## config.mk

```make
export PLATFORM = sky130hd
export DESIGN_NAME = udefc_tx
export DESIGN_NICKNAME = d
export VERILOG_FILES = /design/src/design/udefc_pkg.sv /design/src/design/udefc_fifo.sv /design/src/design/udefc_tx.sv
export SDC_FILE = /design/constraint.sdc
export NUM_CORES = 1
export LEC_CHECK = 0
export BUFFER_PORTS_ARGS = -buffer_cell sky130_fd_sc_hd__buf_2
export CELL_PAD_IN_SITES_DETAIL_PLACEMENT = 0
export CELL_PAD_IN_SITES_GLOBAL_PLACEMENT = 2
export CORE_AREA = 10 10 127 129
export DETAILED_ROUTE_END_ITERATION = 12
export DIE_AREA = 0 0 137 139
export PLACE_DENSITY_LB_ADDON = 0.1
export SYNTH_ARGS = -nofsm -noshare
export SYNTH_HDL_FRONTEND = slang
export SYNTH_SLANG_ARGS = --single-unit
export TNS_END_PERCENT = 20
```

## constraint.sdc

```tcl
create_clock -name clk -period 4 [get_ports clk]
set_input_delay 0.4 -clock clk [delete_from_list [all_inputs] [get_ports clk]]
set_output_delay 0.4 -clock clk [all_outputs]
set_load 0.01 [all_outputs]
```

## src/design/udefc_pkg.sv

```systemverilog
package udefc_pkg;

  // ----------------------------------------------------------------
  // Timing
  // ----------------------------------------------------------------
  localparam int unsigned CLK_HZ        = 40_000_000;
  localparam int unsigned BAUD_DEF      = 115_200;
  // Cycles per bit at the default baud, rounded down, never below one
  localparam int unsigned BIT_CYC_DEF   = (CLK_HZ / BAUD_DEF) < 1 ? 1 : (CLK_HZ / BAUD_DEF);
  localparam int unsigned DIV_W         = 16;
  localparam int unsigned CTS_SETTLE    = 2;   // System-clock periods from clear-to-send fall
  localparam int unsigned FIFO_DEPTH    = 4;
  localparam int unsigned DATA_W        = 8;
  localparam int unsigned CNT_W         = 4;

  // ----------------------------------------------------------------
  // Frame layout
  // ----------------------------------------------------------------
  localparam logic [3:0] DATA_BITS      = 4'h8;
  localparam logic [3:0] STOP_BITS_ONE  = 4'h1;
  localparam logic [3:0] STOP_BITS_TWO  = 4'h2;

  // ----------------------------------------------------------------
  // Types
  // ----------------------------------------------------------------
  typedef struct packed {
    logic                  de_active_low;
    logic                  cts_en;
    logic                  two_stop;
    logic [DIV_W-1:0]      bit_cyc;
  } udefc_cfg_t;

  typedef enum logic [2:0] {
    ST_IDLE  = 3'b000,
    ST_WAIT  = 3'b001,
    ST_LEAD  = 3'b010,
    ST_START = 3'b011,
    ST_DATA  = 3'b100,
    ST_STOP  = 3'b101,
    ST_TAIL  = 3'b110
  } udefc_state_t;

endpackage : udefc_pkg

```

## src/design/udefc_fifo.sv

```systemverilog
`timescale 1ns/100ps
module udefc_fifo #(
  parameter int unsigned WIDTH = 8,
  parameter int unsigned DEPTH = 4
) (
  // Clock and reset
  input  wire logic             clk,
  input  wire logic             nrst,
  // Fill side
  input  wire logic             in_valid,
  output logic                  in_ready,
  input  wire logic [WIDTH-1:0] in_data,
  // Drain side
  output logic                  out_valid,
  input  wire logic             out_ready,
  output logic [WIDTH-1:0]      out_data
);

  localparam int unsigned AW = $clog2(DEPTH);

  logic [WIDTH-1:0] mem_q [DEPTH];
  logic [AW-1:0]    wr_q;
  logic [AW-1:0]    rd_q;
  logic [AW:0]      cnt_q;
  logic [AW:0]      cnt_d;
  logic             in_ready_q;
  logic [WIDTH-1:0] rdat_q;
  logic             push;
  logic             pop;
  logic [AW-1:0]    rd_nx;

  // Ready is registered from the next count, so the write port sees a flop
  assign in_ready  = in_ready_q;
  assign out_valid = (cnt_q != '0);
  assign push      = in_valid && in_ready_q;
  assign cnt_d     = cnt_q + (AW+1)'(push) - (AW+1)'(pop);
  assign pop       = out_valid && out_ready;
  assign rd_nx     = (rd_q == AW'(DEPTH-1)) ? '0 : rd_q + 1'b1;
  // Registered read port; it tracks the head entry, refreshed on pop or on first write
  assign out_data  = rdat_q;

  always_ff @(posedge clk) begin
    if (push) begin
      mem_q[wr_q] <= in_data;
    end
  end

  always_ff @(posedge clk) begin
    if (!nrst) begin
      wr_q   <= '0;
      rd_q   <= '0;
      cnt_q  <= '0;
      in_ready_q <= 1'b1;
      rdat_q <= '0;
    end else begin
      if (push) begin
        wr_q <= (wr_q == AW'(DEPTH-1)) ? '0 : wr_q + 1'b1;
      end
      if (pop) begin
        rd_q <= rd_nx;
      end
      cnt_q <= cnt_d;
      in_ready_q <= (cnt_d != (AW+1)'(DEPTH));
      if (push && (cnt_q == '0 || (pop && cnt_q == (AW+1)'(1)))) begin
        rdat_q <= in_data;
      end else if (pop) begin
        rdat_q <= mem_q[rd_nx];
      end
    end
  end

endmodule : udefc_fifo

```

## src/design/udefc_tx.sv

```systemverilog
`timescale 1ns/100ps
// How it works
// Driver-enable pin polarity is set by a config bit; active low drives it low.
// With flow control and data loaded, enable asserts on the third clock edge after clear-to-send falls.
// Start bit falls one bit period after enable asserts, within one extra clock.
// Enable releases one clock after the last stop bit ends.
// Without flow control, a data write alone leads to enable assertion.
// Enable stays asserted if the next byte is queued before the current one ends and clear-to-send permits it.
// With flow control on, nothing starts while clear-to-send stays high.
module udefc_tx (
  // Clock and reset
  input  wire logic                       clk,
  input  wire logic                       nrst,
  // Configuration
  input  wire udefc_pkg::udefc_cfg_t      cfg,
  // Transmit data write port
  input  wire logic                       wr_valid,
  output logic                            wr_ready,
  input  wire logic [udefc_pkg::DATA_W-1:0] wr_data,
  // Line side
  input  wire logic                       cts_n,
  output logic                            txd,
  output logic                            de_pin,
  // Status
  output logic                            busy
);

  // ----------------------------------------------------------------
  // Input synchroniser and queue
  // ----------------------------------------------------------------
  // Only the second stage is read by logic
  logic       cts_m_q;
  logic       cts_s_q;
  logic       q_valid;
  logic       q_pop;
  logic [udefc_pkg::DATA_W-1:0] q_data;

  always_ff @(posedge clk) begin
    if (!nrst) begin
      // Idle high, so release never looks like clear-to-send
      cts_m_q <= 1'b1;
      cts_s_q <= 1'b1;
    end else begin
      cts_m_q <= cts_n;
      cts_s_q <= cts_m_q;
    end
  end

  udefc_fifo #(
    .WIDTH (udefc_pkg::DATA_W),
    .DEPTH (udefc_pkg::FIFO_DEPTH)
  ) u_fifo (
    .clk       (clk),
    .nrst      (nrst),
    .in_valid  (wr_valid),
    .in_ready  (wr_ready),
    .in_data   (wr_data),
    .out_valid (q_valid),
    .out_ready (q_pop),
    .out_data  (q_data)
  );

  // ----------------------------------------------------------------
  // Sequencer
  // ----------------------------------------------------------------
  udefc_pkg::udefc_state_t st_q;
  udefc_pkg::udefc_state_t st_d;
  logic [udefc_pkg::DIV_W-1:0] bcnt_q;
  logic [udefc_pkg::DIV_W-1:0] bcnt_d;
  logic [udefc_pkg::CNT_W-1:0] nbit_q;
  logic [udefc_pkg::CNT_W-1:0] nbit_d;
  logic [udefc_pkg::DATA_W-1:0] sh_q;
  logic [udefc_pkg::DATA_W-1:0] sh_d;
  logic       de_q;
  logic       de_d;
  logic       txd_q;
  logic       txd_d;
  logic       busy_q;
  logic       bit_end;
  logic       cts_ok;
  logic       go_ok;
  logic       last_data;
  logic       last_stop;
  logic [udefc_pkg::DATA_W-1:0] sh_src;
  logic [udefc_pkg::DATA_W-1:0] sh_nx;
  logic [udefc_pkg::CNT_W-1:0] stop_n;
  logic [udefc_pkg::DIV_W-1:0] bit_len;

  // Bit length of zero would stall; treat it as one cycle
  assign bit_len   = (cfg.bit_cyc == '0) ? udefc_pkg::DIV_W'(1) : cfg.bit_cyc;
  assign bit_end   = (bcnt_q == bit_len - udefc_pkg::DIV_W'(1));
  assign cts_ok    = !cfg.cts_en || !cts_s_q;
  assign go_ok     = q_valid && cts_ok;
  assign stop_n    = cfg.two_stop ? udefc_pkg::STOP_BITS_TWO : udefc_pkg::STOP_BITS_ONE;
  assign last_data = (nbit_q == udefc_pkg::DATA_BITS - 4'h1);
  assign last_stop = (nbit_q == stop_n - 4'h1);
  // Head leaves the queue in the first cycle of the start bit
  assign q_pop     = (st_q == udefc_pkg::ST_START) && (bcnt_q == '0);
  // A one-cycle bit ends in the pop cycle, so shift straight from the queue head
  assign sh_src    = q_pop ? q_data : sh_q;
  assign sh_nx     = {1'b0, sh_src[udefc_pkg::DATA_W-1:1]};

  always_comb begin
    st_d   = st_q;
    bcnt_d = bit_end ? '0 : bcnt_q + udefc_pkg::DIV_W'(1);
    nbit_d = nbit_q;
    sh_d   = sh_q;
    de_d   = de_q;
    txd_d  = txd_q;
    unique case (st_q)
      udefc_pkg::ST_IDLE: begin
        bcnt_d = '0;
        if (go_ok) begin
          // Synchroniser already spent two clocks after the pin fell
          st_d = udefc_pkg::ST_LEAD;
          de_d = 1'b1;
        end
      end
      udefc_pkg::ST_WAIT: begin
        // Unused holding state kept for a clean encoding
        bcnt_d = '0;
        st_d   = udefc_pkg::ST_IDLE;
      end
      udefc_pkg::ST_LEAD: begin
        // Line held high one bit while the transceiver turns on
        if (bit_end) begin
          st_d  = udefc_pkg::ST_START;
          txd_d = 1'b0;
        end
      end
      udefc_pkg::ST_START: begin
        sh_d = sh_src;
        if (bit_end) begin
          st_d   = udefc_pkg::ST_DATA;
          nbit_d = '0;
          txd_d  = sh_src[0];
          sh_d   = sh_nx;
        end
      end
      udefc_pkg::ST_DATA: begin
        // Least significant bit leaves first
        if (bit_end) begin
          if (last_data) begin
            st_d   = udefc_pkg::ST_STOP;
            nbit_d = '0;
            txd_d  = 1'b1;
          end else begin
            nbit_d = nbit_q + 4'h1;
            txd_d  = sh_src[0];
            sh_d   = sh_nx;
          end
        end
      end
      udefc_pkg::ST_STOP: begin
        if (bit_end) begin
          if (last_stop) begin
            // Next byte queued: start bit follows at once and enable stays on
            if (go_ok) begin
              st_d  = udefc_pkg::ST_START;
              txd_d = 1'b0;
            end else begin
              st_d = udefc_pkg::ST_TAIL;
            end
          end else begin
            nbit_d = nbit_q + 4'h1;
          end
        end
      end
      udefc_pkg::ST_TAIL: begin
        // One clock after the stop bit ends, enable drops
        de_d   = 1'b0;
        bcnt_d = '0;
        st_d   = udefc_pkg::ST_IDLE;
      end
      default: begin
        // Illegal code: back to idle with the line released
        st_d   = udefc_pkg::ST_IDLE;
        de_d   = 1'b0;
        txd_d  = 1'b1;
        bcnt_d = '0;
      end
    endcase
  end

  always_ff @(posedge clk) begin
    if (!nrst) begin
      st_q   <= udefc_pkg::ST_IDLE;
      bcnt_q <= '0;
      nbit_q <= '0;
      sh_q   <= '0;
      de_q   <= 1'b0;
      txd_q  <= 1'b1;
      busy_q <= 1'b0;
    end else begin
      st_q   <= st_d;
      bcnt_q <= bcnt_d;
      nbit_q <= nbit_d;
      sh_q   <= sh_d;
      de_q   <= de_d;
      txd_q  <= txd_d;
      // Follows the next state so it rises with the enable
      busy_q <= (st_d != udefc_pkg::ST_IDLE);
    end
  end

  // ----------------------------------------------------------------
  // Pin outputs
  // ----------------------------------------------------------------
  logic de_pin_q;

  always_ff @(posedge clk) begin
    if (!nrst) begin
      // Inactive level in reset, so the transceiver never drives while held
      de_pin_q <= cfg.de_active_low;
    end else begin
      de_pin_q <= de_d ^ cfg.de_active_low;
    end
  end

  assign de_pin = de_pin_q;
  assign txd    = txd_q;
  assign busy   = busy_q;

endmodule : udefc_tx

```

==> report_table.html <==
<table>
<tr><th>Metric</th><th>Value</th></tr>
<tr><th colspan="2">Status</th></tr>
<tr><td>Status</td><td>finished, final reports clean</td></tr>
<tr><th colspan="2">Pwr</th></tr>
<tr><td>Areal power density over the cells</td><td>390 nW/µm²</td></tr>
<tr><td>Leak</td><td>1.97 nW</td></tr>
<tr><td>Maximum VDD drop</td><td>174 µV</td></tr>
<tr><th colspan="2">Finish</th></tr>
<tr><td>Most common library cell in the layout ignoring fill and taps</td><td>sky130_fd_sc_hd__dfxtp_1</td></tr>
<tr><td>Post-synthesis to final-layout area growth</td><td>15.3%</td></tr>
<tr><td>Most frequent cells in the layout</td><td>sky130_fd_sc_hd__dfxtp_1, sky130_fd_sc_hd__nor2_1, sky130_fd_sc_hd__nand2_1, sky130_fd_sc_hd__buf_2, sky130_fd_sc_hd__edfxtp_1</td></tr>
<tr><td>Net total in the final layout</td><td>approximately 560</td></tr>
<tr><td>Ant. Diodes</td><td>0</td></tr>
<tr><td>Final design instance area without fill</td><td>5390 µm²</td></tr>
<tr><td>Fraction of layout cells with a size suffix above 1</td><td>16.3%</td></tr>
<tr><th colspan="2">Clock network</th></tr>
<tr><td>Clock H-tree levels</td><td>3</td></tr>
<tr><td>Clock sink count</td><td>85</td></tr>
<tr><td>Clock Tree Buf Depth</td><td>2</td></tr>
<tr><td>Clock Latency Late Sink</td><td>340 ps</td></tr>
<tr><td>Clock tree from TritonCTS</td><td>built</td></tr>
<tr><td>Hold-fix buffers at CTS</td><td>0</td></tr>
<tr><td>Clock buffer count from CTS</td><td>9</td></tr>
<tr><td>Clock transition time at the flip-flop clock pins of the worst setup and hold paths</td><td>60 ps</td></tr>
<tr><td>Number of instances resized during post-cts repair</td><td>0</td></tr>
<tr><td>CTS root buffer</td><td>sky130_fd_sc_hd__clkbuf_16</td></tr>
<tr><td>Buffer count from post-CTS setup fixing</td><td>0</td></tr>
<tr><th colspan="2">Routing</th></tr>
<tr><td>Average via count per standard cell</td><td>roughly 5.1</td></tr>
<tr><td>Count of unresolved DRC violations after routing</td><td>0</td></tr>
<tr><td>Antenna Violating Nets Remaining</td><td>0</td></tr>
<tr><td>Average wire per standard cell</td><td>between 15 and 20 µm</td></tr>
<tr><td>Overall via count from detail_route</td><td>~3600</td></tr>
<tr><td>First-pass iteration count of the detailed router</td><td>4</td></tr>
<tr><td>Iter 0 DRT Violations</td><td>213</td></tr>
<tr><td>Wire length after detailed routing</td><td>11200 µm</td></tr>
<tr><th colspan="2">Yosys</th></tr>
<tr><td>Synthesized net count</td><td>530</td></tr>
<tr><td>Number of synthesized register bits</td><td>85</td></tr>
<tr><td>Synthesized area per cell</td><td>9.64 µm²</td></tr>
<tr><td>Post-synth ARST share</td><td>0%</td></tr>
<tr><td>Most frequently used flop master after synthesis</td><td>sky130_fd_sc_hd__dfxtp_1</td></tr>
<tr><td>Count of mapped cells out of synthesis</td><td>485</td></tr>
<tr><td>Unique cell type count in the Yosys netlist</td><td>58</td></tr>
<tr><td>Sequential-to-total area share from yosys stat</td><td>43.3%</td></tr>
<tr><td>Syn Std Cell Area</td><td>approximately 4700 µm²</td></tr>
<tr><td>Yosys Warn Count</td><td>0</td></tr>
<tr><td>Number of enable-type register cells in the synthesized netlist</td><td>32</td></tr>
<tr><th colspan="2">Floorplan</th></tr>
<tr><td># IOs</td><td>35</td></tr>
<tr><td>Die Outline Area</td><td>around 19000 µm²</td></tr>
<tr><td>Height of the chip</td><td>139 µm</td></tr>
<tr><td>Initial Utilization</td><td>34.2%</td></tr>
<tr><td>Cell Rows</td><td>43</td></tr>
<tr><td>DIE WIDTH</td><td>137 µm</td></tr>
<tr><td>Core Region</td><td>13700 µm²</td></tr>
<tr><th colspan="2">Timing</th></tr>
<tr><td>Worst slew slack as a fraction of its limit</td><td>29.3%</td></tr>
<tr><td>Worst clock skew</td><td>7.40 ps</td></tr>
<tr><td>Portion of the clock cycle consumed by the worst path in the final layout</td><td>91.6%</td></tr>
<tr><td>Unrepaired setup endpoints after global routing</td><td>false</td></tr>
<tr><td>Final Slew Violations</td><td>0</td></tr>
<tr><td>Min cycle time layout</td><td>3660 ps</td></tr>
<tr><td>Actual transition at the worst max-transition pin</td><td>between 1000 and 1500 ps</td></tr>
<tr><td>Final worst slack</td><td>roughly 340 ps</td></tr>
<tr><td>Number of hold violations in the final report</td><td>0</td></tr>
<tr><td>Setup-violating endpoint count in the final report</td><td>0</td></tr>
<tr><td>Max Fclk</td><td>273 MHz</td></tr>
<tr><th colspan="2">GRT</th></tr>
<tr><td>Global routing usage summed across all routing layers</td><td>around an eighth</td></tr>
<tr><td>Initial antenna violation count</td><td>0</td></tr>
<tr><td>Maximum number of pins on one net before global-route repair</td><td>37</td></tr>
<tr><td>Aggregate global routing overflow</td><td>0</td></tr>
<tr><td>First-pass GRT wire length</td><td>18900 µm</td></tr>
<tr><td>Via count of the first global-routing pass</td><td>3719</td></tr>
<tr><th colspan="2">Setup path</th></tr>
<tr><td>Data arrival time of the critical path</td><td>3930 ps</td></tr>
<tr><td>Dominant delay contributor by cell family on the critical path</td><td>simple AND/OR/NAND/NOR gates</td></tr>
<tr><td>CP bufs+invs</td><td>1</td></tr>
<tr><td>Maximum fanout encountered on the critical timing path</td><td>8</td></tr>
<tr><td>Crit path cell chain</td><td>buf_2, or4_1, nor2_1, a21oi_1, ha_1, or3b_2, nor4_2, mux2_2, a31oi_1, o2111a_1, and3b_2, o21ai_2, or4_1, a21boi_1</td></tr>
<tr><td>Required time of the critical path</td><td>roughly 4300 ps</td></tr>
<tr><td>Most prevalent standard cell on the critical path</td><td>sky130_fd_sc_hd__or4_1</td></tr>
<tr><td>Largest stage delay on the critical path</td><td>550 ps</td></tr>
<tr><td>Critical path capture point type</td><td>register</td></tr>
<tr><td>Crit start category</td><td>input port</td></tr>
<tr><td>Slowest CP cell</td><td>sky130_fd_sc_hd__or3b_2</td></tr>
<tr><td>Worst setup path category</td><td>input port to register</td></tr>
<tr><th colspan="2">Placed design</th></tr>
<tr><td>Instance area after placement</td><td>5090 µm²</td></tr>
<tr><td>Gp weighted congestion</td><td>0.780</td></tr>
<tr><td>Detailed placer's ending HPWL</td><td>8250 µm</td></tr>
<tr><td>Port Buffers</td><td>34</td></tr>
<tr><td>Minimum setup slack after placement</td><td>-8.32 ps</td></tr>
<tr><th colspan="2">Job</th></tr>
<tr><td>Max-cap viol count</td><td>0</td></tr>
<tr><th colspan="2">Worst hold path</th></tr>
<tr><td>Class of the tightest hold or removal check</td><td>input port to register</td></tr>
</table>
[layout make-up]
class,instances,area [µm²]
flip-flops and latches,85,2020
clock buffers,11,233
inverters,19,71.3
fillers,1395,8280
well taps,180,225
repair buffers,53,313
clock inverters,5,60.1
multi-input cells,350,2460
[through the flow]
stage / hold slack [ps] / util, % / power (mW) / TNS, ps / cells
floorplan: 386 / - / 1.20 / 0 / 485
global placement: 409 / 37.3 / 1.30 / 0 / 687
detailed placement: 411 / 37.3 / 1.30 / -8.32 / 687
CTS: 246 / 39.4 / 2.14 / 0 / 703
global route: 257 / 39.4 / 2.22 / 0 / 703
finish: 256 / 39.4 / 2.10 / 0 / 703
[worst paths after layout]
check	from	to	slack [ps]	cells after the start
hold reg to reg	cts_m_q$_SDFF_PN1_	cts_s_q$_SDFF_PN1_	420	1
setup reg to reg	st_q[1]$_SDFF_PN0_	u_fifo.in_ready$_SDFF_PN1_	1090	14
setup / recovery	cfg[12]	nbit_q[3]$_SDFFE_PN0P_	340	14
hold / removal	cfg[18]	de_pin$_DFF_P_	260	2
[cell usage after synthesis (10+ instances only)]
library cell	instances	area, µm²
sky130_fd_sc_hd__a21oi_1	17	85.1
sky130_fd_sc_hd__nor2b_1	10	62.6
sky130_fd_sc_hd__clkbuf_1	26	97.6
sky130_fd_sc_hd__a211oi_1	10	75.1
sky130_fd_sc_hd__and3_1	12	75.1
sky130_fd_sc_hd__edfxtp_1	32	961
sky130_fd_sc_hd__ha_1	13	163
sky130_fd_sc_hd__nand3_1	27	135
sky130_fd_sc_hd__mux2i_1	16	160
sky130_fd_sc_hd__nor2_1	35	131
sky130_fd_sc_hd__nor4_1	10	62.6
sky130_fd_sc_hd__xor2_1	14	123
sky130_fd_sc_hd__inv_1	19	71.3
sky130_fd_sc_hd__o21ai_0	25	125
sky130_fd_sc_hd__dfxtp_1	53	1060
sky130_fd_sc_hd__nand2_1	34	128
sky130_fd_sc_hd__xnor2_1	23	201
[sequential cells by signal, summed over array words and instances, names as in the netlist]
register / flops
u_fifo.mem_q: 32
bcnt_q: 16
sh_q: 8
u_fifo.out_data: 8
nbit_q: 4
st_q: 3
u_fifo.cnt_q: 3
u_fifo.rd_q: 2
u_fifo.wr_q: 2
busy: 1
cts_m_q: 1
cts_s_q: 1
de_pin: 1
de_q: 1
txd: 1
u_fifo.in_ready: 1
[report_power, final]
group	switching (mW)	internal (mW)
Clock	0.342	0.486
Sequential	0.0371	0.962
Combinational	0.155	0.120
[kinds of logic after synthesis]
group           Yosys count  synth area share [%]
fa+ha+maj                14                  3.91
compound gates           95                  14.1
simple gates            179                  20.2
xor+xnor                 37                  6.93
buf+inv                  50                  4.18
mux                      25                  7.52
flops                    85                  43.3
[routing by layer]
layer,global-route usage (%),share of wire (%),vias to the layer above
met4,3.05,1.0,0
met5,0,0,-
met1,16.3,48,1710
met3,3.30,3.9,10
li1,-,-,1839
met2,18.8,47,57
[worst register-to-register path, cell delays in order (launching register included)]
cell                       delay, ps
sky130_fd_sc_hd__dfxtp_1         450
sky130_fd_sc_hd__inv_1           110
sky130_fd_sc_hd__nor2_1          240
sky130_fd_sc_hd__nand2_1         170
sky130_fd_sc_hd__nor4_1          260
sky130_fd_sc_hd__buf_4           200
sky130_fd_sc_hd__nor2b_1         150
sky130_fd_sc_hd__ha_1            230
sky130_fd_sc_hd__inv_1            60
sky130_fd_sc_hd__ha_1            130
sky130_fd_sc_hd__inv_1            40
sky130_fd_sc_hd__fa_1            370
sky130_fd_sc_hd__xnor2_1         160
sky130_fd_sc_hd__and2_1          160
sky130_fd_sc_hd__nand3b_1         80
No activity file was read; power rests on OpenSTA's default activity.
